File: src/pkg/rei_pkg.sv
// Shared constants of the reset and interrupt exception unit
package rei_pkg;
	// ---------------------------------------------------------------
	// Register map (APB byte addresses)
	// ---------------------------------------------------------------
	localparam logic [7:0] REG_CTRL = 8'h00;
	localparam logic [7:0] REG_SENSE = 8'h04;
	localparam logic [7:0] REG_ENABLE = 8'h08;
	localparam logic [7:0] REG_KEYMASK = 8'h0c;
	localparam logic [7:0] REG_STATUS = 8'h10;
	localparam logic [7:0] REG_PERIPH_EN = 8'h14;
	// ---------------------------------------------------------------
	// Field positions and reset values
	// ---------------------------------------------------------------
	localparam int CTRL_EDGE_BIT = 0;
	localparam int CTRL_WDT_LSB = 1;
	localparam logic [2:0] CTRL_RESET = 3'h0;
	localparam logic [7:0] SENSE_RESET = 8'h00;
	localparam logic [7:0] ENABLE_RESET = 8'h00;
	localparam logic [7:0] KEYMASK_RESET = 8'hbf;
	localparam logic [25:0] PERIPH_EN_RESET = 26'h3ffffff;
	localparam int STAT_NMI_BIT = 8;
	localparam int STAT_WOVF_BIT = 9;
	localparam int STAT_NUM_LSB = 10;
	localparam int STAT_MASK_BIT = 16;
	// ---------------------------------------------------------------
	// Watchdog overflow actions
	// ---------------------------------------------------------------
	localparam logic [1:0] WDT_DO_INT = 2'h0;
	localparam logic [1:0] WDT_DO_NMI = 2'h1;
	localparam logic [1:0] WDT_DO_RESET = 2'h2;
	// ---------------------------------------------------------------
	// Sources and exception numbers
	// ---------------------------------------------------------------
	localparam int NUM_IRQ = 8;
	localparam int NUM_PERIPH = 26;
	localparam int NUM_SRC = 35;
	localparam int KEY_IRQ_LINE = 6;
	localparam int PERIPH_WDT_IDX = 24;
	localparam logic [5:0] EXC_RESET = 6'h00;
	localparam logic [5:0] EXC_NMI = 6'h03;
	localparam logic [5:0] EXC_NONE = 6'h3f;
	localparam logic [15:0] VEC_RESET = 16'h0000;
	localparam logic [15:0] VEC_LAST = 16'h004a;
	// ---------------------------------------------------------------
	// Timing
	// ---------------------------------------------------------------
	localparam logic [9:0] WDT_PULSE_CYCLES = 10'h206;
	// ---------------------------------------------------------------
	// Sequencer states, Gray along hold, exception, run
	// ---------------------------------------------------------------
	typedef enum logic [1:0] {
		ST_HOLD = 2'h0,
		ST_RESET_EXC = 2'h1,
		ST_RUN = 2'h3
	} rei_state_e;
endpackage
File: src/hdl/rei_unit.sv
// Reset and interrupt exception unit with APB register slave
//
// Contract
// - Reset outranks every interrupt; only reset and interrupts exist.
// - Reset exception starts, clocked, when chip clear pin rises.
// - Interrupts start only at instruction or exception-sequence end.
// - No interrupt detection right after any of four flags instructions.
// - Clear pin low or watchdog reset halts all and initialises.
// - Watchdog reset exception starts when its pulse ends.
// - Watchdog reset pulse lasts exactly 518 clocks.
// - Reset sequence sets the global mask flag.
// - Reset loads program counter from vector word at zero.
// - All interrupts, even unmaskable, blocked until first instruction ends.
// - Nine external sources on 23 pins plus 26 peripheral sources; the code has 17 pins (NMI, eight request lines, eight key inputs).
// - Simultaneous requests served in fixed priority order.
// - Unmaskable always taken first; global mask refuses all others.
// - Each request line is edge or level sensed, chosen per line.
// - Unmaskable request is edge sensed only.
// - Every source has its own vector.
// - Eight key inputs, each maskable, merge onto request line six.
// - Watchdog raises unmaskable or ordinary overflow interrupt.
// - Sources numbered 3 to 37, vector at twice the number.
// - Unmaskable edge select 0 falling, 1 rising.
// - Sense select 0 low level, 1 falling edge.
// - Line enable bit 1 enables; all reset to 0.
// - Key mask 0 enables; all reset to 1 except input six.
//
// Added by the designer: the placing of the registers and the APB interface to the registers.
`timescale 1ns/1ps
`default_nettype none
module rei_unit
(
	input wire logic sys_clk,
	input wire logic arst_n,
	input wire logic chip_clear_pin,
	input wire logic nmi_pin,
	input wire logic [7:0] ext_request_lines,
	input wire logic [7:0] key_sense_inputs,
	input wire logic [25:0] periph_req,
	input wire logic wdt_overflow,
	input wire logic global_mask_flag,
	input wire logic instr_boundary,
	input wire logic flags_instr_done,
	output logic cpu_halt,
	output logic exc_start,
	output logic [5:0] exc_num,
	output logic [15:0] exc_vector_addr,
	output logic exc_push_context,
	output logic exc_set_mask,
	input wire logic psel,
	input wire logic penable,
	input wire logic pwrite,
	input wire logic [7:0] paddr,
	input wire logic [31:0] pwdata,
	output logic [31:0] prdata,
	output logic pready,
	output logic pslverr
);
	// ---------------------------------------------------------------
	// Helpers
	// ---------------------------------------------------------------
	function automatic logic [5:0] first_src(input logic [34:0] v);
		logic [5:0] r;
		r = rei_pkg::EXC_NONE;
		for (int i = rei_pkg::NUM_SRC - 1; i >= 0; i--)
			if (v[i])
				r = i[5:0];
		return r;
	endfunction

	function automatic logic [15:0] vec_of(input logic [5:0] num);
		return {9'h000, num, 1'b0};
	endfunction

	function automatic logic mapped(input logic [7:0] a);
		return a == rei_pkg::REG_CTRL || a == rei_pkg::REG_SENSE ||
			a == rei_pkg::REG_ENABLE || a == rei_pkg::REG_KEYMASK ||
			a == rei_pkg::REG_STATUS || a == rei_pkg::REG_PERIPH_EN;
	endfunction

	rei_pkg::rei_state_e state;
	rei_pkg::rei_state_e next_state;
	logic [2:0] ctrl;
	logic [7:0] sense_sel;
	logic [7:0] line_en;
	logic [7:0] key_mask;
	logic [25:0] periph_en;
	logic nmi_prev;
	logic [7:0] irq_prev;
	logic nmi_pend;
	logic [7:0] edge_pend;
	logic wovf_pend;
	logic post_block;
	logic [5:0] last_num;
	logic wdt_active;
	logic wdt_trig;
	logic hold;
	logic [7:0] irq_in;
	logic [7:0] irq_req;
	logic [7:0] irq_fall;
	logic nmi_edge;
	logic [25:0] per_req;
	logic [34:0] src_vec;
	logic [5:0] win_idx;
	logic accept;
	logic go_reset;
	logic apb_wr;
	logic [1:0] wdt_mode;

	// ---------------------------------------------------------------
	// Reset sequencing
	// ---------------------------------------------------------------
	assign wdt_mode = ctrl[rei_pkg::CTRL_WDT_LSB +: 2];
	assign wdt_trig = wdt_overflow && state == rei_pkg::ST_RUN &&
		wdt_mode == rei_pkg::WDT_DO_RESET;

	rei_wdt_pulse u_wdt_pulse
	(
		.sys_clk(sys_clk),
		.arst_n(arst_n),
		.trigger(wdt_trig),
		.active(wdt_active)
	);

	// Reset wins over any interrupt by taking the state away from run
	always_comb
	begin
		next_state = state;
		if (!chip_clear_pin || wdt_active)
			next_state = rei_pkg::ST_HOLD;
		else
			unique case (state)
				rei_pkg::ST_HOLD:
					next_state = rei_pkg::ST_RESET_EXC;
				rei_pkg::ST_RESET_EXC:
					next_state = rei_pkg::ST_RUN;
				rei_pkg::ST_RUN:
					next_state = rei_pkg::ST_RUN;
				default:
					next_state = rei_pkg::ST_HOLD;
			endcase
	end

	always_ff @(posedge sys_clk or negedge arst_n)
	begin
		if (!arst_n)
			state <= rei_pkg::ST_HOLD;
		else
			state <= next_state;
	end

	assign hold = (state == rei_pkg::ST_HOLD);
	assign go_reset = (state == rei_pkg::ST_RESET_EXC);
	assign cpu_halt = hold;

	// ---------------------------------------------------------------
	// Registers, returned to their reset values while the chip is held in reset
	// ---------------------------------------------------------------
	assign apb_wr = psel && penable && pwrite;

	always_ff @(posedge sys_clk or negedge arst_n)
	begin
		if (!arst_n)
		begin
			ctrl <= rei_pkg::CTRL_RESET;
			sense_sel <= rei_pkg::SENSE_RESET;
			line_en <= rei_pkg::ENABLE_RESET;
			key_mask <= rei_pkg::KEYMASK_RESET;
			periph_en <= rei_pkg::PERIPH_EN_RESET;
		end
		else if (hold)
		begin
			ctrl <= rei_pkg::CTRL_RESET;
			sense_sel <= rei_pkg::SENSE_RESET;
			line_en <= rei_pkg::ENABLE_RESET;
			key_mask <= rei_pkg::KEYMASK_RESET;
			periph_en <= rei_pkg::PERIPH_EN_RESET;
		end
		else if (apb_wr)
		begin
			if (paddr == rei_pkg::REG_CTRL)
				ctrl <= pwdata[2:0];
			if (paddr == rei_pkg::REG_SENSE)
				sense_sel <= pwdata[7:0];
			if (paddr == rei_pkg::REG_ENABLE)
				line_en <= pwdata[7:0];
			if (paddr == rei_pkg::REG_KEYMASK)
				key_mask <= pwdata[7:0];
			if (paddr == rei_pkg::REG_PERIPH_EN)
				periph_en <= pwdata[25:0];
		end
	end

	// Read data captured in setup, so the access phase needs no wait
	assign pready = 1'b1;
	assign pslverr = psel && penable &&
		(!mapped(paddr) || (pwrite && paddr == rei_pkg::REG_STATUS));

	always_ff @(posedge sys_clk or negedge arst_n)
	begin
		if (!arst_n)
			prdata <= 32'h00000000;
		else if (psel && !penable && !pwrite)
		begin
			prdata <= 32'h00000000;
			unique case (paddr)
				rei_pkg::REG_CTRL:
					prdata <= {29'h00000000, ctrl};
				rei_pkg::REG_SENSE:
					prdata <= {24'h000000, sense_sel};
				rei_pkg::REG_ENABLE:
					prdata <= {24'h000000, line_en};
				rei_pkg::REG_KEYMASK:
					prdata <= {24'h000000, key_mask};
				rei_pkg::REG_STATUS:
					prdata <= {15'h0000, global_mask_flag, last_num,
						wovf_pend, nmi_pend, edge_pend};
				rei_pkg::REG_PERIPH_EN:
					prdata <= {6'h00, periph_en};
				default:
					prdata <= 32'h00000000;
			endcase
		end
	end

	// ---------------------------------------------------------------
	// Request detection (pins are active low)
	// ---------------------------------------------------------------
	always_comb
	begin
		irq_in = ext_request_lines;
		// Any unmasked key input held low pulls line six low
		irq_in[rei_pkg::KEY_IRQ_LINE] = ext_request_lines[rei_pkg::KEY_IRQ_LINE]
			& (&(key_sense_inputs | key_mask));
	end

	always_ff @(posedge sys_clk or negedge arst_n)
	begin
		if (!arst_n)
		begin
			nmi_prev <= 1'b1;
			irq_prev <= 8'hff;
		end
		else
		begin
			nmi_prev <= nmi_pin;
			irq_prev <= irq_in;
		end
	end

	assign nmi_edge = ctrl[rei_pkg::CTRL_EDGE_BIT] ?
		(!nmi_prev && nmi_pin) : (nmi_prev && !nmi_pin);
	assign irq_fall = irq_prev & ~irq_in & sense_sel & line_en;

	// Set wins over the clear of acceptance in the same cycle
	always_ff @(posedge sys_clk or negedge arst_n)
	begin
		if (!arst_n)
			nmi_pend <= 1'b0;
		else if (hold)
			nmi_pend <= 1'b0;
		else if (nmi_edge ||
			(wdt_overflow && wdt_mode == rei_pkg::WDT_DO_NMI))
			nmi_pend <= 1'b1;
		else if (accept && win_idx == 6'h00)
			nmi_pend <= 1'b0;
	end

	// Edge requests outlive a later disable; the clear recipe drops them
	always_ff @(posedge sys_clk or negedge arst_n)
	begin
		if (!arst_n)
			edge_pend <= 8'h00;
		else if (hold)
			edge_pend <= 8'h00;
		else
			for (int i = 0; i < rei_pkg::NUM_IRQ; i++)
			begin
				if (irq_fall[i])
					edge_pend[i] <= 1'b1;
				else if (accept && win_idx == 6'(i + 1))
					edge_pend[i] <= 1'b0;
				else if (global_mask_flag && !sense_sel[i] && !line_en[i])
					edge_pend[i] <= 1'b0;
			end
	end

	always_ff @(posedge sys_clk or negedge arst_n)
	begin
		if (!arst_n)
			wovf_pend <= 1'b0;
		else if (hold)
			wovf_pend <= 1'b0;
		else if (wdt_overflow && wdt_mode == rei_pkg::WDT_DO_INT)
			wovf_pend <= 1'b1;
		else if (accept &&
			win_idx == 6'(1 + rei_pkg::NUM_IRQ + rei_pkg::PERIPH_WDT_IDX))
			wovf_pend <= 1'b0;
	end

	always_comb
	begin
		for (int i = 0; i < rei_pkg::NUM_IRQ; i++)
			irq_req[i] = sense_sel[i] ? edge_pend[i]
				: (line_en[i] && !irq_in[i]);
		per_req = periph_req & periph_en;
		per_req[rei_pkg::PERIPH_WDT_IDX] = per_req[rei_pkg::PERIPH_WDT_IDX]
			| wovf_pend;
	end

	// ---------------------------------------------------------------
	// Priority and acceptance
	// ---------------------------------------------------------------
	// Mask applies to all but the unmaskable source in bit 0
	assign src_vec = {{per_req, irq_req} & {34{!global_mask_flag}},
		nmi_pend};
	assign win_idx = first_src(src_vec);

	// Boundary is the end of an instruction or of an exception sequence
	assign accept = state == rei_pkg::ST_RUN && instr_boundary
		&& !flags_instr_done
		&& !post_block
		&& win_idx != rei_pkg::EXC_NONE;

	always_ff @(posedge sys_clk or negedge arst_n)
	begin
		if (!arst_n)
			post_block <= 1'b1;
		else if (hold || go_reset)
			post_block <= 1'b1;
		else if (instr_boundary)
			post_block <= 1'b0;
	end

	always_ff @(posedge sys_clk or negedge arst_n)
	begin
		if (!arst_n)
		begin
			exc_start <= 1'b0;
			exc_num <= rei_pkg::EXC_RESET;
			exc_vector_addr <= rei_pkg::VEC_RESET;
			exc_push_context <= 1'b0;
			exc_set_mask <= 1'b0;
		end
		else if (go_reset)
		begin
			exc_start <= 1'b1;
			exc_num <= rei_pkg::EXC_RESET;
			exc_vector_addr <= rei_pkg::VEC_RESET;
			exc_push_context <= 1'b0;
			exc_set_mask <= 1'b1;
		end
		else if (accept)
		begin
			exc_start <= 1'b1;
			exc_num <= win_idx + rei_pkg::EXC_NMI;
			exc_vector_addr <= vec_of(win_idx + rei_pkg::EXC_NMI);
			exc_push_context <= 1'b1;
			exc_set_mask <= 1'b1;
		end
		else
		begin
			exc_start <= 1'b0;
			exc_push_context <= 1'b0;
			exc_set_mask <= 1'b0;
		end
	end

	always_ff @(posedge sys_clk or negedge arst_n)
	begin
		if (!arst_n)
			last_num <= rei_pkg::EXC_RESET;
		else if (exc_start)
			last_num <= exc_num;
	end
endmodule
`default_nettype wire

File: src/hdl/rei_wdt_pulse.sv
// Fixed-length internal reset pulse started by a watchdog overflow
`timescale 1ns/1ps
`default_nettype none
module rei_wdt_pulse
(
	input wire logic sys_clk,
	input wire logic arst_n,
	input wire logic trigger,
	output logic active
);
	logic [9:0] remain;
	logic [9:0] seen;

	// Not cleared by the reset it produces, or it would cut itself short
	always_ff @(posedge sys_clk or negedge arst_n)
	begin
		if (!arst_n)
			remain <= 10'h000;
		else if (remain != 10'h000)
			remain <= remain - 10'h001;
		else if (trigger)
			remain <= rei_pkg::WDT_PULSE_CYCLES;
	end

	assign active = (remain != 10'h000);

	// Helper: length of the pulse now running
	always_ff @(posedge sys_clk or negedge arst_n)
	begin
		if (!arst_n)
			seen <= 10'h000;
		else if (active)
			seen <= seen + 10'h001;
		else
			seen <= 10'h000;
	end
endmodule
`default_nettype wire

File: config.mk
export PLATFORM = sky130hd
export DESIGN_NAME = rei_unit
export DESIGN_NICKNAME = d
export VERILOG_FILES = /design/src/pkg/rei_pkg.sv /design/src/hdl/rei_unit.sv /design/src/hdl/rei_wdt_pulse.sv
export SDC_FILE = /design/constraint.sdc
export NUM_CORES = 1
export LEC_CHECK = 0
export BUFFER_PORTS_ARGS = -buffer_cell sky130_fd_sc_hd__buf_2
export CORE_MARGIN = 5
export CORE_UTILIZATION = 59
export DETAILED_ROUTE_END_ITERATION = 6
export GPL_ROUTABILITY_DRIVEN = 0
export HOLD_SLACK_MARGIN = 0.1
export PLACE_DENSITY = 0.86
export REMOVE_ABC_BUFFERS = 1
export SKIP_CTS_REPAIR_TIMING = 1
export SYNTH_ARGS = -nofsm -noshare
export SYNTH_HDL_FRONTEND = slang
export SYNTH_SLANG_ARGS = --single-unit
File: constraint.sdc
create_clock -name sys_clk -period 6.5 [get_ports sys_clk]
set_input_delay 0.65 -clock sys_clk [delete_from_list [all_inputs] [get_ports sys_clk]]
set_output_delay 0.65 -clock sys_clk [all_outputs]
set_load 0.01 [all_outputs]
==> impl_metrics.env, run 1 <==
export IMPL_status="complete, no violations"
export IMPL_port_buffer_count=129
export IMPL_firstDrtPassIters=6
export IMPL_use_met3_pct=5.707
export IMPL_rsz0062_at_grt="no"
export IMPL_cp_endpoint="wovf_pend"
export IMPL_yosys_area_share_simple_pct=22.54
export IMPL_worst_r2r_path_depth=13
export IMPL_r2r_end="exc_vector_addr[5]"
export IMPL_clk_pin_slew_ps=50
export IMPL_antenna_cells=0
export IMPL_ys_flop_type="dfrtp_1"
export IMPL_cts_path_max_buffers=2
export IMPL_cts_root_buf="clkbuf_16"
export IMPL_clock_sinks=125
export IMPL_synthArstFlopShare_pct=100.0
export IMPL_hp_class="in2async"
export IMPL_io_pins=153
export IMPL_seqPwrFrac_pct=40.4
export IMPL_vias=6393
export IMPL_postSynthAreaPerCell_um2=9.255
export IMPL_max_freq_ghz=0.2906
export IMPL_finalPower_mw=2.121
export IMPL_synth_cells=730
export IMPL_layoutNonFillerInstCount=1001
export IMPL_pre_cts_ws_ps=2837
export IMPL_ant_nets=0
export IMPL_drv_cap=0
export IMPL_timing_hold_ws_ps=188.6
export IMPL_power_frac_comb_pct=10.7
export IMPL_crit_required_ps=6810
export IMPL_skew_ps=7.012
export IMPL_fin_crit_ps=3441
export IMPL_fin_crit_sh_pct=52.94
export IMPL_grt_usage_pct=29.37
export IMPL_route_detailed_vias_per_inst=6.387
export IMPL_grt_max_degree=88
export IMPL_drt_iter0_markers=832
export IMPL_gr_total_overflow=0
export IMPL_synth_edff_count=0
export IMPL_setup_viol=0
export IMPL_critical_path_arrival_ps=3750
export IMPL_area_growth_pct=18.67
export IMPL_h_tree_depth=4
export IMPL_routed_wirelength_um=19930
export IMPL_netlist_area_um2=6756
export IMPL_rr_startpoint="periph_en[15]"
export IMPL_tightest_slew_ps=1227
export IMPL_cts_made_buffers=17
export IMPL_met2_usage_pct=48.58
export IMPL_setup_worst_path_start="global_mask_flag"
export IMPL_synth_mux_area_share_pct=5.648
export IMPL_hpwl_um=13680
export IMPL_initial_core_util_pct=59.68
export IMPL_die_area_um2=13690
export IMPL_p_per_area_nw_per_um2=264.6
export IMPL_critical_path_max_fanout=27
export IMPL_swShare_pct=24.42
export IMPL_clkPwrFrac_pct=48.9
export IMPL_p_int_mw=1.603
export IMPL_ys_seq_elements=125
export IMPL_grt_pass1_wl_um=31180
export IMPL_cts_tree="done"
export IMPL_crit_path_end_kind="flop"
export IMPL_slew_violations=0
export IMPL_cp_start_kind="input pin"
export IMPL_synth_fa_ha_area_share_pct=1.111
export IMPL_grt_use_met1_pct=36.72
export IMPL_core_area_um2=11320
export IMPL_wl_per_cell_um=19.91
export IMPL_synth_seq_area_share_pct=47.09
export IMPL_die_y_um=117.0
export IMPL_synth_compound_area_share_pct=17.61
export IMPL_finalWorstSetupSlack_ps=3059
export IMPL_max_slew_margin_pct=18.00
export IMPL_critPathKind="in2reg"
export IMPL_drc_errors=0
export IMPL_reg2reg_slack_ps=3100
export IMPL_ys_types=69
export IMPL_fin_nets=944
export IMPL_rows=39
export IMPL_synth_warnings=0
export IMPL_top_usage_layer="met2"
export IMPL_tns_ps=0
export IMPL_antenna_found_initial=0
export IMPL_net_switching_power_mw=0.5181
export IMPL_ir_drop_mv=0.1510
export IMPL_die_w_um=117.0
export IMPL_synthXorXnorAreaFrac_pct=0.5185
export IMPL_dp_cells=969
export IMPL_clk_latency_ps=420
export IMPL_p_leak_nw=3.794
export IMPL_layout_drive_gt1_share_pct=28.09
export IMPL_synth_top_family_by_area="simple AND/OR/NAND/NOR gates"
export IMPL_hold_viol=0
export IMPL_grt_pass1_vias=6414
per-stage QoR:
step                      instance area [um2]  util [%]
final                                    8018     70.82
after global routing                     8018     70.82
after global placement                   7363     65.04
after floorplan                          6506         -
after detailed placement                 7363     65.04
after CTS                                8018     70.82
layer usage:
layer  up-vias  wire [um]
met5         -          0
met4         0        682
met3        55       2098
met2       440       9622
met1      3080       7522
li1       2818          -
cell usage after synthesis, drive strengths merged, types with 4 or more instances:
cell type,count,area [um2]
a31oi,7,56.30
dfstp,43,1130
nor3,8,55.05
a21oi,45,236.5
or3,7,43.79
clkbuf,21,78.83
nand2,160,600.6
or3b,6,52.55
and2,5,31.28
mux2i,28,280.3
buf,31,227.7
a31o,8,70.07
inv,15,56.30
mux2,9,101.4
nand4b,7,61.31
nand3,57,295.3
a221oi,11,96.34
o2111ai,4,35.03
o31ai,19,142.6
dfrtp,82,2052
nor2,39,146.4
a22o,4,35.03
and3,4,25.02
a22oi,7,67.57
a21o,5,37.54
o21ai,35,175.2
o22ai,7,43.79
ha,6,75.07
o211ai,5,37.54
worst min-delay path by stage:
stage                       to  slack, ps
finish              prdata[12]        190
global route        prdata[12]        220
CTS                 prdata[11]        210
detailed placement  prdata[10]        460
global placement    prdata[13]        450
floorplan              ctrl[0]        350
cells in the final DEF, fill, tap and decap left out, types with 4 or more instances in the layout:
master,netlist,layout
bufinv_16,0,4
or3_1,7,7
nand3_1,55,55
nand4b_1,7,7
dfstp_2,43,43
dfrtp_1,82,82
a22o_1,4,4
mux2_2,9,9
o31ai_1,19,19
inv_2,4,4
clkbuf_16,0,17
a21oi_1,42,42
nor2_1,39,39
conb_1,2,17
o211ai_1,5,5
inv_1,11,11
o21ai_0,32,32
or3b_1,5,5
and2_1,5,5
buf_2,2,128
a221oi_1,11,11
o22ai_1,7,7
a22oi_1,4,4
a31o_1,8,8
a31oi_1,5,5
mux2i_1,28,28
nand2_1,160,160
buf_4,25,5
and3_1,4,4
a21o_1,5,5
clkbuf_8,0,5
ha_1,6,6
nor3_1,5,5
o2111ai_1,4,4
cell type report:
| cell class | instances | area, um2 |
|---|---|---|
| multi-input combinational | 553 | 3268 |
| inverter | 15 | 56.30 |
| clock inverter | 9 | 156.4 |
| fill | 828 | 3303 |
| sequential | 125 | 3182 |
| clock buffer | 23 | 498.0 |
| timing repair buffer | 133 | 678.2 |
| tap | 143 | 178.9 |
state kept, by name, indices dropped and copies added, names as in the netlist:
name,flops
ctrl,3
edge_pend,8
exc_push_context,1
exc_set_mask,1
exc_vector_addr,6
irq_prev,8
key_mask,8
last_num,6
line_en,8
nmi_pend,1
nmi_prev,1
periph_en,26
post_block,1
prdata,26
sense_sel,8
state,2
u_wdt_pulse.remain,10
wovf_pend,1
power groups by stage:
stage / clock (mW) / sequential, mW / combinational, mW
floorplan: 0 / 0.858 / 0.126
global placement: 0 / 0.860 / 0.209
detailed placement: 0 / 0.866 / 0.219
CTS: 1.04 / 0.855 / 0.225
global route: 1.08 / 0.861 / 0.252
finish: 1.04 / 0.857 / 0.228
cell families (layout without fill, tap and decap cells):
logic type	count (synthesis)	count (layout)
DFF	125	125
and+or+nand+nor	315	315
other	2	17
adders and majority gates	6	6
buffers and inverters	67	180
muxes	37	37
AOI/OAI and AO/OA	174	174
xor gates and xnor gates	4	4
worst max-delay path: stages:
cell,delay [ps]
buf_2,460
inv_2,300
nand3_1,180
nand3_1,260
nand2_1,170
nand3b_1,100
o22ai_1,270
a21oi_1,200
ha_1,300
a31o_1,310
inv_2,160
o2111ai_1,120
a31o_1,240
Note: power is estimated with default switching activity, not from simulation.
==> inputs of run 2 (changes only) <==
Settings changed: CORE_UTILIZATION 59 to 55, PLACE_DENSITY 0.86 to 0.81.
Clock period 6.5 ns to 3.38 ns, I/O delays scaled along.
==> run 2 against run 1 <==
Compared with the run above: design area is 1.5% higher; highest routed layer unchanged; combinational power is 93% higher; first-iteration DRC count is 23% lower; register-to-register slack worse by 2800 ps; worst hold slack worse by 120 ps; routed wire length is 2.4% lower; flip-flop and latch count stayed put; via count is 1.4% lower; die area is 6.6% higher; largest power group unchanged; count of clock-buffer cells in the layout is 1 lower; clock skew is 2.4 ps higher; clock power is 72% higher.
==> impl_metrics.env, run 2 (synthesized netlist as in run 1, its figures left out) <==
export IMPL_clock_sinks=125
export IMPL_ant_nets=0
export IMPL_hpwl_um=13940
export IMPL_io_pins=153
export IMPL_drt_iter0_markers=641
export IMPL_nFillCells=975
export IMPL_fin_crit_ps=3042
export IMPL_skew_ps=9.455
export IMPL_fin_crit_sh_pct=89.99
export IMPL_grt_pass1_vias=6296
export IMPL_placedInstanceArea_um2=7458
export IMPL_die_y_um=120.8
export IMPL_cts_made_buffers=17
export IMPL_route_detailed_vias_per_inst=6.161
export IMPL_fin_nets=962
export IMPL_routed_wirelength_um=19440
export IMPL_timing_hold_ws_ps=67.23
export IMPL_p_leak_nw=3.849
export IMPL_ir_drop_mv=0.2188
export IMPL_critical_path_max_fanout=9
export IMPL_fin_area_um2=8135
export IMPL_initial_core_util_pct=56.25
export IMPL_drc_errors=0
export IMPL_h_tree_depth=4
export IMPL_wl_per_cell_um=19.00
export IMPL_core_area_um2=12010
export IMPL_tightest_slew_ps=897.5
export IMPL_max_slew_margin_pct=40.17
export IMPL_die_area_um2=14600
export IMPL_rsz0062_at_grt="no"
export IMPL_gr_total_overflow=0
export IMPL_layout_drive_gt1_share_pct=29.00
export IMPL_layout_common_cells="nand2_1 (160), buf_2 (128), dfrtp_1 (82), nand3_1 (55), dfstp_2 (43)"
export IMPL_cp_start_kind="flop"
export IMPL_firstDrtPassIters=7
export IMPL_top_regs="periph_en (26), prdata (26), u_wdt_pulse.remain (10)"
export IMPL_antenna_cells=0
export IMPL_crit_path_end_kind="flop"
export IMPL_p_per_area_nw_per_um2=475.7
export IMPL_drv_cap=0
export IMPL_layout_commonest_cell="nand2_1"
export IMPL_hp_class="in2async"
export IMPL_area_growth_pct=20.41
export IMPL_critPathKind="reg2reg"
export IMPL_status="complete, no violations"
export IMPL_cts_path_max_buffers=2
export IMPL_port_buffer_count=129
export IMPL_die_w_um=120.8
export IMPL_clk_pin_slew_ps=60
export IMPL_layoutNonFillerInstCount=1023
export IMPL_tns_ps=0
export IMPL_critical_path_arrival_ps=3370
export IMPL_hold_viol=0
export IMPL_cts_root_buf="clkbuf_16"
export IMPL_slew_violations=0
export IMPL_clk_latency_ps=410
export IMPL_grt_usage_pct=27.23
export IMPL_grt_pass1_wl_um=31370
export IMPL_antenna_found_initial=0
export IMPL_cts_tree="done"
export IMPL_setup_viol=0
export IMPL_grt_max_degree=71
export IMPL_max_freq_ghz=0.3288
export IMPL_dp_cells=983
export IMPL_vias=6303
export IMPL_crit_required_ps=3700
export IMPL_rows=40
## run 2: layout make-up
class | instances | area, um2 | share of cell area [%]
sequential | 125 | 3182 | 39.11
multi-input combinational | 553 | 3279 | 40.31
timing repair buffer | 151 | 845.8 | 10.40
tap | 147 | 183.9 | 2.261
clock inverter | 10 | 113.9 | 1.400
clock buffer | 22 | 474.2 | 5.829
inverter | 15 | 56.30 | 0.6921
## run 2: worst paths after layout
path | start | endpoint | slack, ps | cells past startpoint
max in group asynchronous | arst_n | key_mask[7] | 2450 | 2
setup / recovery | periph_en[15] | exc_vector_addr[4] | 340 | 11
hold reg to reg | prdata[10] | prdata[10] | 480 | 2
hold / removal | arst_n | u_wdt_pulse.remain[6] | 70 | 1
min in group sys_clk | instr_boundary | post_block | 130 | 2
setup reg to reg | periph_en[15] | exc_vector_addr[4] | 340 | 11
## run 2: power by group
part / switching (mW) / internal [mW]
registers: 0.0583 / 1.58
clock network: 0.651 / 1.14
logic: 0.258 / 0.184
## run 2: per-stage QoR
stage               power [mW]  utilization, %  setup WS, ps
CTS                      3.884           66.99         214.5
global placement         2.063           62.09         237.7
detailed placement       2.088           62.09         161.9
global route             4.014           67.73         114.4
floorplan                1.893               -         706.2
finish                   3.870           67.73         338.4
## run 2: layer usage
metal | track usage [%] | wire length (um) | up-vias | share of wire (%)
li1 | - | - | 2860 | -
met2 | 44.95 | 9536 | 380 | 49
met4 | 10.06 | 408 | 0 | 2.1
met3 | 6.501 | 1856 | 48 | 9.5
met5 | 0 | 0 | - | 0
met1 | 34.86 | 7637 | 3015 | 39
## run 2: worst max-delay path, cell delays in order, from the launching register on
cell	delay, ps
dfstp_2	590
nand2_1	60
a32oi_1	200
o2111ai_1	120
o21ai_0	300
a211oi_1	140
o22ai_1	330
a21oi_2	130
ha_1	270
a31o_2	290
a2111o_1	420
o211ai_1	100
==> inputs of run 3 (changes only) <==
Settings changed: PLACE_DENSITY 0.81 to not set, PLACE_DENSITY_LB_ADDON set to 0.3.
Clock period 3.38 ns to 3 ns, I/O delays scaled along.
==> run 3 against run 2 <==
Compared with the run above: the run now ends with design-rule violations left; critical path depth increased by 2; global-route usage about the same; via count increased by 0.22%; largest power group unchanged; final cell count increased by 1.1%; utilization increased by 0.92 points; non-clock buffer count increased by 11; count of clock-buffer cells in the layout increased by 5; sequential share of layout area decreased by 0.52 points; largest cell class unchanged; design area increased by 1.4%; flip-flop and latch count unchanged; first-iteration DRC count decreased by 4.5%; critical path type unchanged; worst hold slack improved by 4.0 ps.
==> impl_metrics.env, run 3 (synthesized netlist as in run 1, its figures left out) <==
export IMPL_status="finished with violations"
export IMPL_violations="design-rule violations"
export IMPL_die_y_um=120.8
export IMPL_grt_usage_pct=27.22
export IMPL_fin_crit_sh_pct=96.42
export IMPL_critical_path_max_fanout=5
export IMPL_cts_made_buffers=17
export IMPL_multi_input_area_um2=3292
export IMPL_critical_path_arrival_ps=3240
export IMPL_die_w_um=120.8
export IMPL_drc_errors=1
export IMPL_die_area_um2=14600
export IMPL_register_area_um2=3182
export IMPL_clock_sinks=125
export IMPL_initial_core_util_pct=56.25
export IMPL_tns_ps=0
export IMPL_hp_class="in2reg"
export IMPL_wl_per_cell_um=19.12
export IMPL_firstDrtPassIters=7
export IMPL_routed_wirelength_um=19770
export IMPL_layout_common_cells="nand2_1 (160), buf_2 (128), dfrtp_1 (82), nand3_1 (55), dfstp_2 (43)"
export IMPL_p_per_area_nw_per_um2=538.4
export IMPL_layout_drive_gt1_share_pct=29.65
export IMPL_crit_path_end_kind="flop"
export IMPL_port_buffer_count=129
export IMPL_io_pins=153
export IMPL_hold_viol=0
export IMPL_cp_start_kind="flop"
export IMPL_area_growth_pct=22.04
export IMPL_clk_pin_slew_ps=60
export IMPL_grt_pass1_wl_um=31330
export IMPL_max_freq_ghz=0.3457
export IMPL_hpwl_um=14160
export IMPL_nFillCells=953
export IMPL_slew_violations=0
export IMPL_cts_path_max_buffers=2
export IMPL_clk_latency_ps=420
export IMPL_timing_hold_ws_ps=71.25
export IMPL_gr_total_overflow=0
export IMPL_drv_cap=0
export IMPL_antenna_cells=0
export IMPL_drt_iter0_markers=612
export IMPL_max_slew_margin_pct=44.70
export IMPL_fin_nets=973
export IMPL_cts_root_buf="clkbuf_16"
export IMPL_ir_drop_mv=0.3572
export IMPL_critPathKind="reg2reg"
export IMPL_route_detailed_vias_per_inst=6.109
export IMPL_ant_nets=0
export IMPL_h_tree_depth=4
export IMPL_layout_commonest_cell="nand2_1"
export IMPL_core_area_um2=12010
export IMPL_skew_ps=8.736
export IMPL_grt_max_degree=87
export IMPL_grt_pass1_vias=6290
export IMPL_tightest_slew_ps=829.5
export IMPL_vias=6317
export IMPL_cts_tree="done"
export IMPL_antenna_found_initial=0
export IMPL_fin_crit_ps=2892
export IMPL_crit_required_ps=3350
export IMPL_top_regs="periph_en (26), prdata (26), u_wdt_pulse.remain (10)"
export IMPL_p_leak_nw=3.919
export IMPL_rows=40
export IMPL_setup_viol=0
## run 3: cell types whose count changed in the layout (fill, tap and decap cells not counted), moves of 2 or more
cell,delta
buf_4,+10
clkbuf_8,+3
clkinvlp_4,-3
clkbuf_1,+2
## run 3: per-stage QoR
stage	std cells	worst slack, ps	utilization, %	area (um2)	power [mW]
2_1_floorplan	693	326.2	-	6506	2.133
3_3_place_gp	993	75.12	62.72	7533	2.336
3_5_place_dp	993	11.11	62.72	7533	2.375
4_1_cts	1025	-22.07	67.72	8134	4.432
5_1_grt	1034	-45.06	68.65	8245	4.595
6_report	1034	107.5	68.65	8245	4.439
## run 3: per-layer routing
metal	track usage (%)	part of all wire, %	vias to the layer above
met1	35.09	42	3052
li1	-	-	2876
met5	0	0	-
met3	6.268	7.6	52
met2	44.56	48	337
met4	10.55	2.6	0
## run 3: path summary, 6_finish.rpt
| check | startpoint | to | slack [ps] | depth (start not counted) |
|---|---|---|---|---|
| hold / removal | instr_boundary | post_block | 70 | 2 |
| setup reg to reg | periph_en[18] | exc_vector_addr[5] | 110 | 13 |
| hold reg to reg | prdata[15] | prdata[15] | 470 | 2 |
| setup / recovery | periph_en[18] | exc_vector_addr[5] | 110 | 13 |
| max in group asynchronous | arst_n | periph_en[5] | 1720 | 3 |
| min in group asynchronous | arst_n | u_wdt_pulse.remain[7] | 410 | 2 |
## run 3: area by class of cell
class | count | share of cell area [%]
Multi-Input combinational cell | 553 | 39.92
Clock buffer | 27 | 6.343
Timing Repair Buffer | 162 | 11.29
Tap cell | 147 | 2.231
Sequential cell | 125 | 38.59
Clock inverter | 5 | 0.9408
Inverter | 15 | 0.6829
## run 3: worst max-delay path: stages, from the launching register on
cell and delay (ps):
dfstp_2 570, and2_1 160, o21ai_0 80, a211oi_1 250, o21ai_1 150, a211oi_2 270
o22ai_2 160, a21oi_2 200, inv_1 90, ha_1 230, nor4bb_2 310, xnor2_1 160
nand3_1 100, o21ai_1 80
## run 3: where the power goes
part           total [mW]  switching, mW  internal (mW)
clock network        2.07          0.714           1.35
registers            1.85         0.0721           1.78
logic               0.520          0.300          0.219
